$ cat src/ssfb_cfg.svh
// Register offsets, field positions, reset values and timing counts for the blanking block.
`ifndef SSFB_CFG_SVH
`define SSFB_CFG_SVH
// Printed register indices; byte address is four times the index.
`define SSFB_IDX_BLANK 16'hFE07
`define SSFB_IDX_CTRL 16'hFE08
`define SSFB_IDX_DEB 16'hFE09
`define SSFB_IDX_STATUS 16'hFE0F
`define SSFB_ADDR_BLANK 18'h3F81C
`define SSFB_ADDR_CTRL 18'h3F820
`define SSFB_ADDR_DEB 18'h3F824
`define SSFB_ADDR_STATUS 18'h3F83C
`define SSFB_RST_BLANK 8'h00
`define SSFB_RST_CTRL 8'h00
`define SSFB_RST_DEB 8'h00
// Control register fields.
`define SSFB_C_LINE_REEN 6
`define SSFB_C_FIRST_ID 5
`define SSFB_C_IMMED 4
`define SSFB_C_BAL 3
// Blanking register fields.
`define SSFB_B_C_OC 6
`define SSFB_B_B_OV 5
`define SSFB_B_A_OV 4
`define SSFB_B_B_OC2 3
`define SSFB_B_A_OC2 2
`define SSFB_B_B_OC1 1
`define SSFB_B_A_OC1 0
// Debounce field low bits.
`define SSFB_D_B_ON 6
`define SSFB_D_B_OFF 4
`define SSFB_D_A_ON 2
`define SSFB_D_A_OFF 0
// Debounce times in ms and cycle counts at 25 MHz.
`define SSFB_CLK_KHZ 25000
`define SSFB_T1_MS 200
`define SSFB_T2_MS 320
`define SSFB_T3_MS 600
`define SSFB_T1_CYC (`SSFB_T1_MS * `SSFB_CLK_KHZ)
`define SSFB_T2_CYC (`SSFB_T2_MS * `SSFB_CLK_KHZ)
`define SSFB_T3_CYC (`SSFB_T3_MS * `SSFB_CLK_KHZ)
`endif

$ cat src/ssfb_pkg.sv
// Types shared by the soft-start fault blanking block.
package ssfb_pkg;
  // Bit order of the protection flag vector.
  typedef enum logic [3:0] {
    SSFB_F_EXT = 4'h0, SSFB_F_OT1 = 4'h1, SSFB_F_OT2 = 4'h2, SSFB_F_LINE = 4'h3,
    SSFB_F_REV_A = 4'h4, SSFB_F_REV_B = 4'h5, SSFB_F_UV_A = 4'h6, SSFB_F_UV_B = 4'h7,
    SSFB_F_OC_C = 4'h8, SSFB_F_OV_A = 4'h9, SSFB_F_OV_B = 4'hA, SSFB_F_OC2_A = 4'hB,
    SSFB_F_OC2_B = 4'hC, SSFB_F_OC1_A = 4'hD, SSFB_F_OC1_B = 4'hE
  } ssfb_flag_t;
  // Power-good debounce state, Gray coded.
  typedef enum logic [1:0] {
    SSFB_PG_OFF = 2'b00, SSFB_PG_RISE = 2'b01, SSFB_PG_ON = 2'b11, SSFB_PG_FALL = 2'b10
  } ssfb_pg_t;
  typedef struct packed {
    logic [7:0] blank;
    logic [7:0] ctrl;
    logic [7:0] deb;
    ssfb_pg_t [1:0] pg_st;
    logic [1:0][24:0] pg_cnt;
    logic [1:0] pg;
    logic [14:0] act;
    logic first_seen;
    logic [3:0] first_id;
    logic store_req;
    logic shut_now;
    logic shut_eoc;
    logic [3:0] rect_off;
    logic bal_hold;
    logic [31:0] prdata;
    logic pready;
    logic pslverr;
  } ssfb_state_t;
endpackage : ssfb_pkg

$ cat src/ssfb_top.sv
// Soft-start fault blanking, shutdown timing, rectifier gating and power-good debounce.
// Summary of operation
// - Any soft start blanks external, temp, line flags.
// - Channel A soft start blanks A reverse, undervoltage.
// - Channel B soft start blanks B reverse, undervoltage.
// - Blanked flags still set; no protective action.
// - Bit 6 zero blanks C overcurrent in soft start.
// - Bits 5,4 zero blank B/A overvoltage.
// - Bits 3,2 zero blank second-sense overcurrent.
// - Bits 1,0 zero blank first-sense overcurrent.
// - Control bit 6 blanks line flag during reenable.
// - Control bit 5 stores first flag identity.
// - Control bit 4 picks immediate or end-of-cycle shutdown.
// - Control bit 3 suspends balance during soft start.
// - Input bal_chan_sel_c picks balance channel A/C.
// - Bits 2..0 hold rectifier drives off per channel.
// - Otherwise per-output disable configuration decides.
// - Field 7:6 sets B power-good on delay.
// - Field 5:4 sets B power-good off delay.
// - Fields 3:2, 1:0 set A delays.
// - Reenable delay is global, before soft start.
//
// Decided for this implementation: the APB interface to the registers.
`timescale 1ns/1ns
`default_nettype none
`include "ssfb_cfg.svh"

module ssfb_top
  import ssfb_pkg::*;
(
  input wire logic pclk,
  input wire logic presetn,
  input wire logic psel,
  input wire logic penable,
  input wire logic pwrite,
  input wire logic [31:0] paddr,
  input wire logic [31:0] pwdata,
  input wire logic [3:0] pstrb,
  output logic [31:0] prdata,
  output logic pready,
  output logic pslverr,
  input wire logic [2:0] soft_start,
  input wire logic reenable_period,
  input wire logic [14:0] flag_raw,
  input wire logic pwm_cycle_end,
  input wire logic bal_chan_sel_c,
  input wire logic [3:0] rect_chan_a,
  input wire logic [3:0] rect_chan_b,
  input wire logic [3:0] rect_chan_c,
  input wire logic [3:0] rect_cfg_disable,
  input wire logic [1:0] pg_cond,
  output logic [14:0] flag_active,
  output logic shutdown_now,
  output logic shutdown_cycle_end,
  output logic first_id_store,
  output logic [3:0] first_id,
  output logic [3:0] rect_disable,
  output logic balance_suspend,
  output logic chan_a_power_good,
  output logic chan_b_power_good
);

  ssfb_state_t r;
  ssfb_state_t next_r;

  // Cycle count for a two-bit debounce code; code zero means no wait.
  function automatic logic [24:0] ssfb_deb_cycles(input logic [1:0] code);
    case (code)
      2'b01: ssfb_deb_cycles = 25'(`SSFB_T1_CYC);
      2'b10: ssfb_deb_cycles = 25'(`SSFB_T2_CYC);
      2'b11: ssfb_deb_cycles = 25'(`SSFB_T3_CYC);
      default: ssfb_deb_cycles = 25'h0000000;
    endcase
  endfunction

  logic wr_en;
  logic rd_en;
  logic [14:0] blank_mask;
  logic [14:0] acted;

  assign wr_en = psel & penable & pwrite & ~r.pready;
  assign rd_en = psel & penable & ~pwrite & ~r.pready;

  // Blanking mask from soft-start status and the blanking register.
  always_comb begin
    blank_mask = 15'h0000;
    if (|soft_start) begin
      blank_mask[SSFB_F_EXT] = 1'b1;
      blank_mask[SSFB_F_OT1] = 1'b1;
      blank_mask[SSFB_F_OT2] = 1'b1;
      blank_mask[SSFB_F_LINE] = 1'b1;
    end
    if (soft_start[0]) begin
      blank_mask[SSFB_F_REV_A] = 1'b1;
      blank_mask[SSFB_F_UV_A] = 1'b1;
      blank_mask[SSFB_F_OV_A] = ~r.blank[`SSFB_B_A_OV];
      blank_mask[SSFB_F_OC2_A] = ~r.blank[`SSFB_B_A_OC2];
      blank_mask[SSFB_F_OC1_A] = ~r.blank[`SSFB_B_A_OC1];
    end
    if (soft_start[1]) begin
      blank_mask[SSFB_F_REV_B] = 1'b1;
      blank_mask[SSFB_F_UV_B] = 1'b1;
      blank_mask[SSFB_F_OV_B] = ~r.blank[`SSFB_B_B_OV];
      blank_mask[SSFB_F_OC2_B] = ~r.blank[`SSFB_B_B_OC2];
      blank_mask[SSFB_F_OC1_B] = ~r.blank[`SSFB_B_B_OC1];
    end
    if (soft_start[2]) begin
      blank_mask[SSFB_F_OC_C] = ~r.blank[`SSFB_B_C_OC];
    end
    // The reenable window is global to all channels, ahead of any soft start.
    if (reenable_period && r.ctrl[`SSFB_C_LINE_REEN]) begin
      blank_mask[SSFB_F_LINE] = 1'b1;
    end
  end

  // Raw flags stay visible elsewhere; only the acting copy is masked.
  assign acted = flag_raw & ~blank_mask;

  // All next-state logic for registers, flags and debounce.
  always_comb begin
    next_r = r;
    next_r.pready = 1'b0;
    next_r.pslverr = 1'b0;
    // Registers keep all eight bits; bit 7 has no effect in blank and ctrl, but in deb it is the top bit of the B on-delay field.
    if (wr_en) begin
      next_r.pready = 1'b1;
      unique case (paddr[17:0])
        `SSFB_ADDR_BLANK: if (pstrb[0]) next_r.blank = pwdata[7:0];
        `SSFB_ADDR_CTRL: if (pstrb[0]) next_r.ctrl = pwdata[7:0];
        `SSFB_ADDR_DEB: if (pstrb[0]) next_r.deb = pwdata[7:0];
        `SSFB_ADDR_STATUS: next_r.pslverr = 1'b0;
        default: next_r.pslverr = 1'b1;
      endcase
      if (paddr[31:18] != 14'h0000) next_r.pslverr = 1'b1;
    end
    if (rd_en) begin
      next_r.pready = 1'b1;
      unique case (paddr[17:0])
        `SSFB_ADDR_BLANK: next_r.prdata = {24'h000000, r.blank};
        `SSFB_ADDR_CTRL: next_r.prdata = {24'h000000, r.ctrl};
        `SSFB_ADDR_DEB: next_r.prdata = {24'h000000, r.deb};
        `SSFB_ADDR_STATUS: next_r.prdata = {24'h000000, r.pg, r.first_seen, 1'b0, r.first_id};
        default: begin
          next_r.prdata = 32'h00000000;
          next_r.pslverr = 1'b1;
        end
      endcase
      if (paddr[31:18] != 14'h0000) next_r.pslverr = 1'b1;
    end
    next_r.act = acted;
    // First unblanked flag identity is captured once and stored when enabled.
    next_r.store_req = 1'b0;
    if (!r.first_seen && (|acted)) begin
      next_r.first_seen = 1'b1;
      for (int i = 14; i >= 0; i--) begin
        if (acted[i]) next_r.first_id = 4'(i);
      end
      next_r.store_req = r.ctrl[`SSFB_C_FIRST_ID];
    end
    // Shutdown timing choice; the end-of-cycle request holds until the cycle ends.
    next_r.shut_now = (|acted) & r.ctrl[`SSFB_C_IMMED];
    if ((|acted) && !r.ctrl[`SSFB_C_IMMED]) begin
      next_r.shut_eoc = 1'b1;
    end else if (pwm_cycle_end) begin
      next_r.shut_eoc = 1'b0;
    end
    // Rectifier gating: soft-start hold or else the per-output disable setting.
    for (int k = 0; k < 4; k++) begin
      next_r.rect_off[k] = rect_cfg_disable[k]
        | (soft_start[0] & r.ctrl[0] & rect_chan_a[k])
        | (soft_start[1] & r.ctrl[1] & rect_chan_b[k])
        | (soft_start[2] & r.ctrl[2] & rect_chan_c[k]);
    end
    // Balance channel is chosen outside; suspension only during its soft start.
    next_r.bal_hold = r.ctrl[`SSFB_C_BAL]
      & (bal_chan_sel_c ? soft_start[2] : soft_start[0]);
    // Power-good debounce per channel; index 0 is A, 1 is B.
    for (int c = 0; c < 2; c++) begin
      logic [1:0] on_code;
      logic [1:0] off_code;
      on_code = (c == 1) ? r.deb[`SSFB_D_B_ON +: 2] : r.deb[`SSFB_D_A_ON +: 2];
      off_code = (c == 1) ? r.deb[`SSFB_D_B_OFF +: 2] : r.deb[`SSFB_D_A_OFF +: 2];
      unique case (r.pg_st[c])
        SSFB_PG_OFF: begin
          next_r.pg_cnt[c] = 25'h0000000;
          if (pg_cond[c]) begin
            if (on_code == 2'b00) begin
              next_r.pg[c] = 1'b1;
              next_r.pg_st[c] = SSFB_PG_ON;
            end else begin
              next_r.pg_st[c] = SSFB_PG_RISE;
              next_r.pg_cnt[c] = 25'h0000001;
            end
          end
        end
        SSFB_PG_RISE: begin
          if (!pg_cond[c]) begin
            next_r.pg_st[c] = SSFB_PG_OFF;
          end else if (r.pg_cnt[c] >= ssfb_deb_cycles(on_code)) begin
            next_r.pg[c] = 1'b1;
            next_r.pg_st[c] = SSFB_PG_ON;
          end else begin
            next_r.pg_cnt[c] = r.pg_cnt[c] + 25'h0000001;
          end
        end
        SSFB_PG_ON: begin
          next_r.pg_cnt[c] = 25'h0000000;
          if (!pg_cond[c]) begin
            if (off_code == 2'b00) begin
              next_r.pg[c] = 1'b0;
              next_r.pg_st[c] = SSFB_PG_OFF;
            end else begin
              next_r.pg_st[c] = SSFB_PG_FALL;
              next_r.pg_cnt[c] = 25'h0000001;
            end
          end
        end
        SSFB_PG_FALL: begin
          if (pg_cond[c]) begin
            next_r.pg_st[c] = SSFB_PG_ON;
          end else if (r.pg_cnt[c] >= ssfb_deb_cycles(off_code)) begin
            next_r.pg[c] = 1'b0;
            next_r.pg_st[c] = SSFB_PG_OFF;
          end else begin
            next_r.pg_cnt[c] = r.pg_cnt[c] + 25'h0000001;
          end
        end
      endcase
    end
  end

  // Single state register; reset loads constants only.
  always_ff @(posedge pclk or negedge presetn) begin
    if (!presetn) begin
      r <= '0;
      r.blank <= `SSFB_RST_BLANK;
      r.ctrl <= `SSFB_RST_CTRL;
      r.deb <= `SSFB_RST_DEB;
    end else begin
      r <= next_r;
    end
  end

  assign prdata = r.prdata;
  assign pready = r.pready;
  assign pslverr = r.pslverr;
  assign flag_active = r.act;
  assign shutdown_now = r.shut_now;
  assign shutdown_cycle_end = r.shut_eoc;
  assign first_id_store = r.store_req;
  assign first_id = r.first_id;
  assign rect_disable = r.rect_off;
  assign balance_suspend = r.bal_hold;
  assign chan_a_power_good = r.pg[0];
  assign chan_b_power_good = r.pg[1];

  // Blanked flags never reach the acting vector; further checks cover shutdown, rectifier hold, balance and power-good.
  flag_blank_a: assert property (@(posedge pclk) disable iff (!presetn)
    (|soft_start && flag_raw[SSFB_F_EXT]) |=> !flag_active[SSFB_F_EXT])
    else $error("Blanked external fault acted.");
  uv_a_blank_a: assert property (@(posedge pclk) disable iff (!presetn)
    (soft_start[0] && flag_raw[SSFB_F_UV_A]) |=> !flag_active[SSFB_F_UV_A])
    else $error("Channel A undervoltage acted in soft start.");
  oc_c_keep_a: assert property (@(posedge pclk) disable iff (!presetn)
    (r.blank[6] && flag_raw[SSFB_F_OC_C]) |=> flag_active[SSFB_F_OC_C])
    else $error("Unblanked C overcurrent dropped.");
  ov_b_blank_a: assert property (@(posedge pclk) disable iff (!presetn)
    (soft_start[1] && !r.blank[5] && flag_raw[SSFB_F_OV_B]) |=> !flag_active[SSFB_F_OV_B])
    else $error("Channel B overvoltage not blanked.");
  line_reen_a: assert property (@(posedge pclk) disable iff (!presetn)
    (reenable_period && r.ctrl[6] && flag_raw[SSFB_F_LINE]) |=> !flag_active[SSFB_F_LINE])
    else $error("Line flag acted in reenable window.");
  shut_now_a: assert property (@(posedge pclk) disable iff (!presetn)
    (|acted && r.ctrl[4]) |=> shutdown_now)
    else $error("Immediate shutdown missing.");
  rect_hold_a: assert property (@(posedge pclk) disable iff (!presetn)
    (soft_start[0] && r.ctrl[0] && rect_chan_a[0]) |=> rect_disable[0])
    else $error("Rectifier drive not held off.");
  bal_hold_a: assert property (@(posedge pclk) disable iff (!presetn)
    (!r.ctrl[3]) |=> !balance_suspend)
    else $error("Balance suspended while disabled.");
  pg_zero_a: assert property (@(posedge pclk) disable iff (!presetn)
    (r.pg_st[1] == SSFB_PG_OFF && pg_cond[1] && r.deb[7:6] == 2'b00) |=> chan_b_power_good)
    else $error("Zero on-delay not immediate.");

endmodule // ssfb_top
`default_nettype wire

$ cat config.mk
export PLATFORM = sky130hd
export DESIGN_NAME = ssfb_top
export DESIGN_NICKNAME = d
export VERILOG_FILES = /design/src/ssfb_pkg.sv /design/src/ssfb_top.sv
export VERILOG_INCLUDE_DIRS = /design/src /design/src/src
export SDC_FILE = /design/constraint.sdc
export NUM_CORES = 1
export LEC_CHECK = 0
export BUFFER_PORTS_ARGS = -buffer_cell sky130_fd_sc_hd__buf_2
export CAP_MARGIN = 30
export CORE_MARGIN = 3
export CORE_UTILIZATION = 56
export CTS_CLUSTER_DIAMETER = 150
export DETAILED_ROUTE_END_ITERATION = 8
export GPL_ROUTABILITY_DRIVEN = 0
export PLACE_DENSITY = 0.81
export SYNTH_ARGS = -nofsm -noshare
export SYNTH_HDL_FRONTEND = slang
export SYNTH_SLANG_ARGS = --single-unit
$ cat constraint.sdc
create_clock -name pclk -period 3.73 [get_ports pclk]
set_input_delay 0.373 -clock pclk [delete_from_list [all_inputs] [get_ports pclk]]
set_output_delay 0.373 -clock pclk [all_outputs]
set_load 0.02 [all_outputs]
**Yosys cells after proc, flatten, opt, wreduce, memory -nomap -nowiden**

Index checks and enable logic that the tools add are counted.

- Bits of input ports: 112
- Register bits after elaboration: 118
- Logic and storage cells: 247

- Reductions and logical operators: 27
- Multiplexer cells: 103
- Bitwise logic cells: 45
- Eq/ne operators: 46
- Order comparisons: 4
- $add $sub $neg: 2

Operator list:

| kind | number |
|---|---|
| 2-to-1 mux 25 bit | 16 |
| one-hot mux 24 bit (3 select lines) | 4 |
| one-hot mux 25 bit (4 select lines) | 2 |
| greater-or-equal comparator 25 bit | 4 |
| equality test 18 bit (second input constant) | 4 |
| 2-to-1 mux 4 bit | 16 |
| adder 25 x 1 -> 25 bit (second input constant) | 2 |
| 2-to-1 mux 1 bit | 42 |
| inequality test 2 bit (second input constant) | 20 |
| 2-to-1 mux 2 bit | 18 |
| one-hot mux 8 bit (4 select lines) | 1 |
| equality test 2 bit (second input constant) | 12 |
| bitwise AND 1 bit | 22 |
| one-hot mux 2 bit (4 select lines) | 2 |
| AND reduction 4 bit | 4 |
| AND reduction 8 bit | 2 |
| bitwise AND 15 bit | 1 |
| inverter 15 bit | 1 |
| nonzero test 15 bit | 1 |
| OR reduction 15 bit | 1 |
| nonzero test 14 bit | 1 |
| equality test 2 x 1 -> 1 bit (second input constant) | 6 |
| zero test 2 bit | 6 |
| inequality test 3 bit (second input constant) | 4 |
| 10 further kinds | 35 |

**Logic depth before layout (Yosys ltp)**

- Depth after elaboration: 20
- Mapped depth: 15

**Worst setup path after synthesis**

Ideal clock, no wire load.

- Path kind: flip-flop to flip-flop
- Start: register r[124] (netlist name)
- End: register r[98] (netlist name)
- Stages on the path, launching flop included: 13
- Required time: 3.638 ns
- Data arrival time: 3.113 ns
- Setup slack: 0.525 ns
- Path through: dfrtp_1 > inv_1 > ha_1 > or2_2 > ha_1 > a21o_1 > a221o_1 > a2111oi_1 > o2111a_1 > a311oi_2 > or2_4 > buf_6 > o31ai_2

- Cells in the longest elaborated chain, start to end: 7
- Elaborated cells on any way between the ends: 9
- Those cells by class: order compare (1); eq/ne (4); mux (3); reduce/logical (1)

RTL lines:

| element | line | RTL |
|---|---|---|
| from (decl) | ssfb_top.sv:63 | `ssfb_state_t r;` |
| from (signal assigned) | ssfb_top.sv:240 | `r <= next_r;` |
| equality test 2 bit or equality test 2 x 1 -> 1 bit (tied branches) | ssfb_top.sv:68 | `case (code)` |
| one-hot mux 24 bit (3 select lines) * | ssfb_top.sv:68 |  |
| 2-to-1 mux 25 bit * | ssfb_top.sv:197 | `if (!pg_cond[c]) begin` |
| 2-to-1 mux 25 bit * | ssfb_top.sv:183 | `unique case (r.pg_st[c])` |
| greater-or-equal comparator 25 bit * | ssfb_top.sv:199 | `end else if (r.pg_cnt[c] >= ssfb_deb_cycles(on_code)) begin` |
| inequality test 2 bit (no source line) * | -- |  |
| AND reduction 4 bit (no source line) * | -- |  |

Mark *: on every way between the ends. The rest lies on a longest branch, timed or not. The select of a mux whose other input is x is not followed.
A chain may end at the register's enable or synchronous reset.

**Worst setup path after layout**

- Start: register r[118] (netlist name)
- End: register r[88] (netlist name)

- Cells in the longest elaborated chain, start to end: 7
- Elaborated cells on any way between the ends: 9
- Those cells by class: order compare (1); eq/ne (4); mux (3); reduce/logical (1)

RTL lines:

| element | line | RTL |
|---|---|---|
| equality test 2 bit or equality test 2 x 1 -> 1 bit (tied branches) | ssfb_top.sv:68 |  |
| one-hot mux 24 bit (3 select lines) * | ssfb_top.sv:68 |  |
| 2-to-1 mux 25 bit * | ssfb_top.sv:219 | `if (pg_cond[c]) begin` |
| 2-to-1 mux 25 bit * | ssfb_top.sv:183 |  |
| greater-or-equal comparator 25 bit * | ssfb_top.sv:221 | `end else if (r.pg_cnt[c] >= ssfb_deb_cycles(off_code)) begin` |
| inequality test 2 bit (no source line) * | -- |  |
| AND reduction 4 bit (no source line) * | -- |  |

Marked as above.

==> impl_metrics.env <==
export IMPL_status="finished, violations left"
export IMPL_violations="hold timing"
export IMPL_slowest_delay_ns=0.43
export IMPL_p_clk_share_pct=32.9
export IMPL_hold_ws_ns=-0.0207
export IMPL_synth_area_leader_cell="dfrtp_1"
export IMPL_worstSetupStartpoint="r[118]$_DFFE_PN0P_"
export IMPL_initialDrtViolationCount=473
export IMPL_yosys_register_bits=118
export IMPL_fin_crit_sh_pct=95.2
export IMPL_dieArea_mm2=0.0169
export IMPL_maxCapViolCount=0
export IMPL_p_sw_share_pct=39.0
export IMPL_path_class="register to register"
export IMPL_skew_ns=0.00744
export IMPL_ctsLongestPathBuffers=2
export IMPL_rows=44
export IMPL_p_sw_w=0.00190
export IMPL_async_flop_share_pct=100
export IMPL_portBuffers=123
export IMPL_drc=0
export IMPL_yosys_warnings=0
export IMPL_ant_nets=0
export IMPL_drt_pass1_iter_count=5
export IMPL_finalWirelength_um=21200
export IMPL_synth_cell_types=83
export IMPL_fin_setup_tns_ns=0
export IMPL_pwr_density_cell_mw_per_mm2=500
export IMPL_cts_buffers=17
export IMPL_htreeDepth=4
export IMPL_grt_start_max_net_pins=70
export IMPL_finalHoldViolCount=14
export IMPL_synthCells=906
export IMPL_die_w_um=130
export IMPL_synth_ff_type="dfrtp_1"
export IMPL_diodes=0
export IMPL_synth_edf_count=0
export IMPL_arrival_ns=3.88
export IMPL_antenna_found_initial=0
export IMPL_drive_gt1_share_pct=23.6
export IMPL_crit_path_cell_trace="inv_1, ha_1, or2_2, ha_1, a21o_1, a211o_1, nor4b_2, o211ai_1, a21oi_4, buf_12, o21ai_2, o31ai_1"
export IMPL_vias=7391
export IMPL_cp_slowest_cell="dfrtp_1"
export IMPL_worst_setup_path_end_kind="register"
export IMPL_slew_violations=0
export IMPL_synth_area_per_cell_um2=9.49
export IMPL_p_int_w=0.00296
export IMPL_cts_resized_gates=0
export IMPL_yosysSeqAreaShare_pct=34.4
export IMPL_die_h_um=130
export IMPL_grt_pass1_wl_um=33400
export IMPL_hpwlAfterDp_um=15200
export IMPL_clk_pin_slew_worst_paths_ns=0.06
export IMPL_area_growth_synth_to_final_pct=12.9
export IMPL_hp_class="input pin to async pin"
export IMPL_required_ns=4.05
export IMPL_cts_sinks=118
export IMPL_grt_total_usage_pct=24.8
export IMPL_final_min_clock_period_ns=3.55
export IMPL_p_comb_share_pct=37.1
export IMPL_vdd_ir_drop_max_mv=0.594
export IMPL_wl_per_cell_um=17.7
export IMPL_insertion_delay_ns=0.43
export IMPL_initial_core_util_pct=58.3
export IMPL_worst_pin_slew_ns=1.03
export IMPL_fp_coreArea_mm2=0.0148
export IMPL_ios=175
export IMPL_hold_buffers=0
export IMPL_cp_start_kind="register"
export IMPL_tritoncts="built"
export IMPL_p_leak_nw=4.84
export IMPL_viasPerCell=6.17
export IMPL_cts_root_buf="clkbuf_16"
export IMPL_r2r_start="r[118]$_DFFE_PN0P_"
export IMPL_grt_pass1_vias=6879
export IMPL_layout_commonest_cell="buf_2"
export IMPL_power_frac_seq_pct=30.0
export IMPL_yosys_area_top_type_share_pct=34.4
export IMPL_crit_top_cell="ha_1"
export IMPL_critPathMaxFanout=26
export IMPL_post_cts_setup_buffer_count=0
export IMPL_syn_cell_area_mm2=0.00859
export IMPL_num_nets_final=1208
export IMPL_finalSetupViolCount=0
export IMPL_max_freq_mhz=282
export IMPL_synth_area_leaders="dfrtp_1 34%, ha_1 14%, buf_4 4.9%, mux2_2 4.3%, o21ai_0 2.8%"
export IMPL_grt_overflow_total=0
export IMPL_relSlewSlack_pct=30.6
export IMPL_final_cell_mix="122 x buf_2, 118 x dfrtp_1, 95 x ha_1, 63 x inv_1, 58 x nor2_1"
==> path summary, 6_finish.rpt <==
| check | slack [ns] | endpoint | depth (start not counted) |
|---|---|---|---|
| max | 0.18 | r[88]$_DFFE_PN0P_ | 12 |
| min | -0.02 | r[78]$_DFFE_PN0P_ | 1 |
| max reg2reg | 0.18 | r[88]$_DFFE_PN0P_ | 12 |
| min reg2reg | 0.51 | r[141]$_DFFE_PN0P_ | 1 |
| max in group asynchronous | 2.94 | prdata[7]$_DFFE_PN0P_ | 2 |
| min in group pclk | 0.15 | shutdown_cycle_end$_DFFE_PN0P_ | 2 |
==> power groups by stage <==
stage          sequential [W]  combinational (W)  clock (W)
2_1_floorplan         0.00146            0.00141          0
3_3_place_gp          0.00148            0.00172          0
3_5_place_dp          0.00148            0.00176          0
4_1_cts               0.00146            0.00178    0.00161
5_1_grt               0.00147            0.00200    0.00166
6_report              0.00146            0.00180    0.00160
==> through the flow <==
step	util, %	cells	setup slack (ns)	instance area (µm²)	total power (W)
after detailed placement	61.7	1166	0.0819	9110	0.00325
after CTS	65.6	1198	0.0419	9680	0.00485
final	65.8	1198	0.179	9700	0.00486
after global placement	61.7	1166	0.204	9110	0.00319
after global routing	65.8	1198	-0.0110	9700	0.00514
after floorplan	-	929	0.525	8680	0.00288
==> cell type report <==
| class | count | area (µm²) |
|---|---|---|
| Fill cell | 1157 | 5050 |
| Multi-Input combinational cell | 667 | 4980 |
| Sequential cell | 118 | 2950 |
| Timing Repair Buffer | 134 | 738 |
| Clock buffer | 17 | 425 |
| Inverter | 63 | 236 |
| Tap cell | 184 | 230 |
| Clock inverter | 15 | 145 |
==> flip-flops by register name, summed over array words and instances, names as in the netlist <==
signal              flops
rect_disable            4
first_id                4
shutdown_cycle_end      1
balance_suspend         1
pready                  1
chan_b_power_good       1
prdata                  8
flag_active            15
shutdown_now            1
first_id_store          1
r                      79
chan_a_power_good       1
pslverr                 1
==> logic make-up (layout without fill, tap and decap cells) <==
kind of cell	count (synthesis)	count (layout)	share of synthesized area (%)
adders and majority gates	95	95	13.8
AOI/OAI and AO/OA	242	242	20.6
and+or+nand+nor	266	266	16.8
other	1	24	0.0436
muxes	40	40	5.15
buffers and inverters	144	229	9.16
DFF	118	118	34.4
==> routing by layer <==
layer | GRT usage [%] | part of all wire (%)
met5 | 0 | 0
met4 | 8.44 | 2.1
met3 | 5.08 | 5.8
met2 | 42.2 | 50
met1 | 31.8 | 42
==> Yosys cell counts (11+ instances only) <==
master,number
o31ai_2,13
nand2b_1,11
nor4_1,12
dfrtp_1,118
a21oi_1,39
nor3_1,13
o22ai_1,12
nand2_1,44
o21ai_0,48
buf_4,56
a21o_1,15
a31oi_1,12
ha_1,95
inv_1,63
and3_1,13
nor2_1,58
nand3_1,41
nand4_1,13
nor2b_1,13
clkbuf_1,16
mux2_2,33
==> critical path, delay by kind of cell, from the launching register on <==
kind            cells  cell delay, ns
buf+inv             2            0.30
flops               1            0.43
simple gates        2            0.70
fa+ha+maj           2            0.56
compound gates      6            1.47
(Power assumes the default switching activity.)
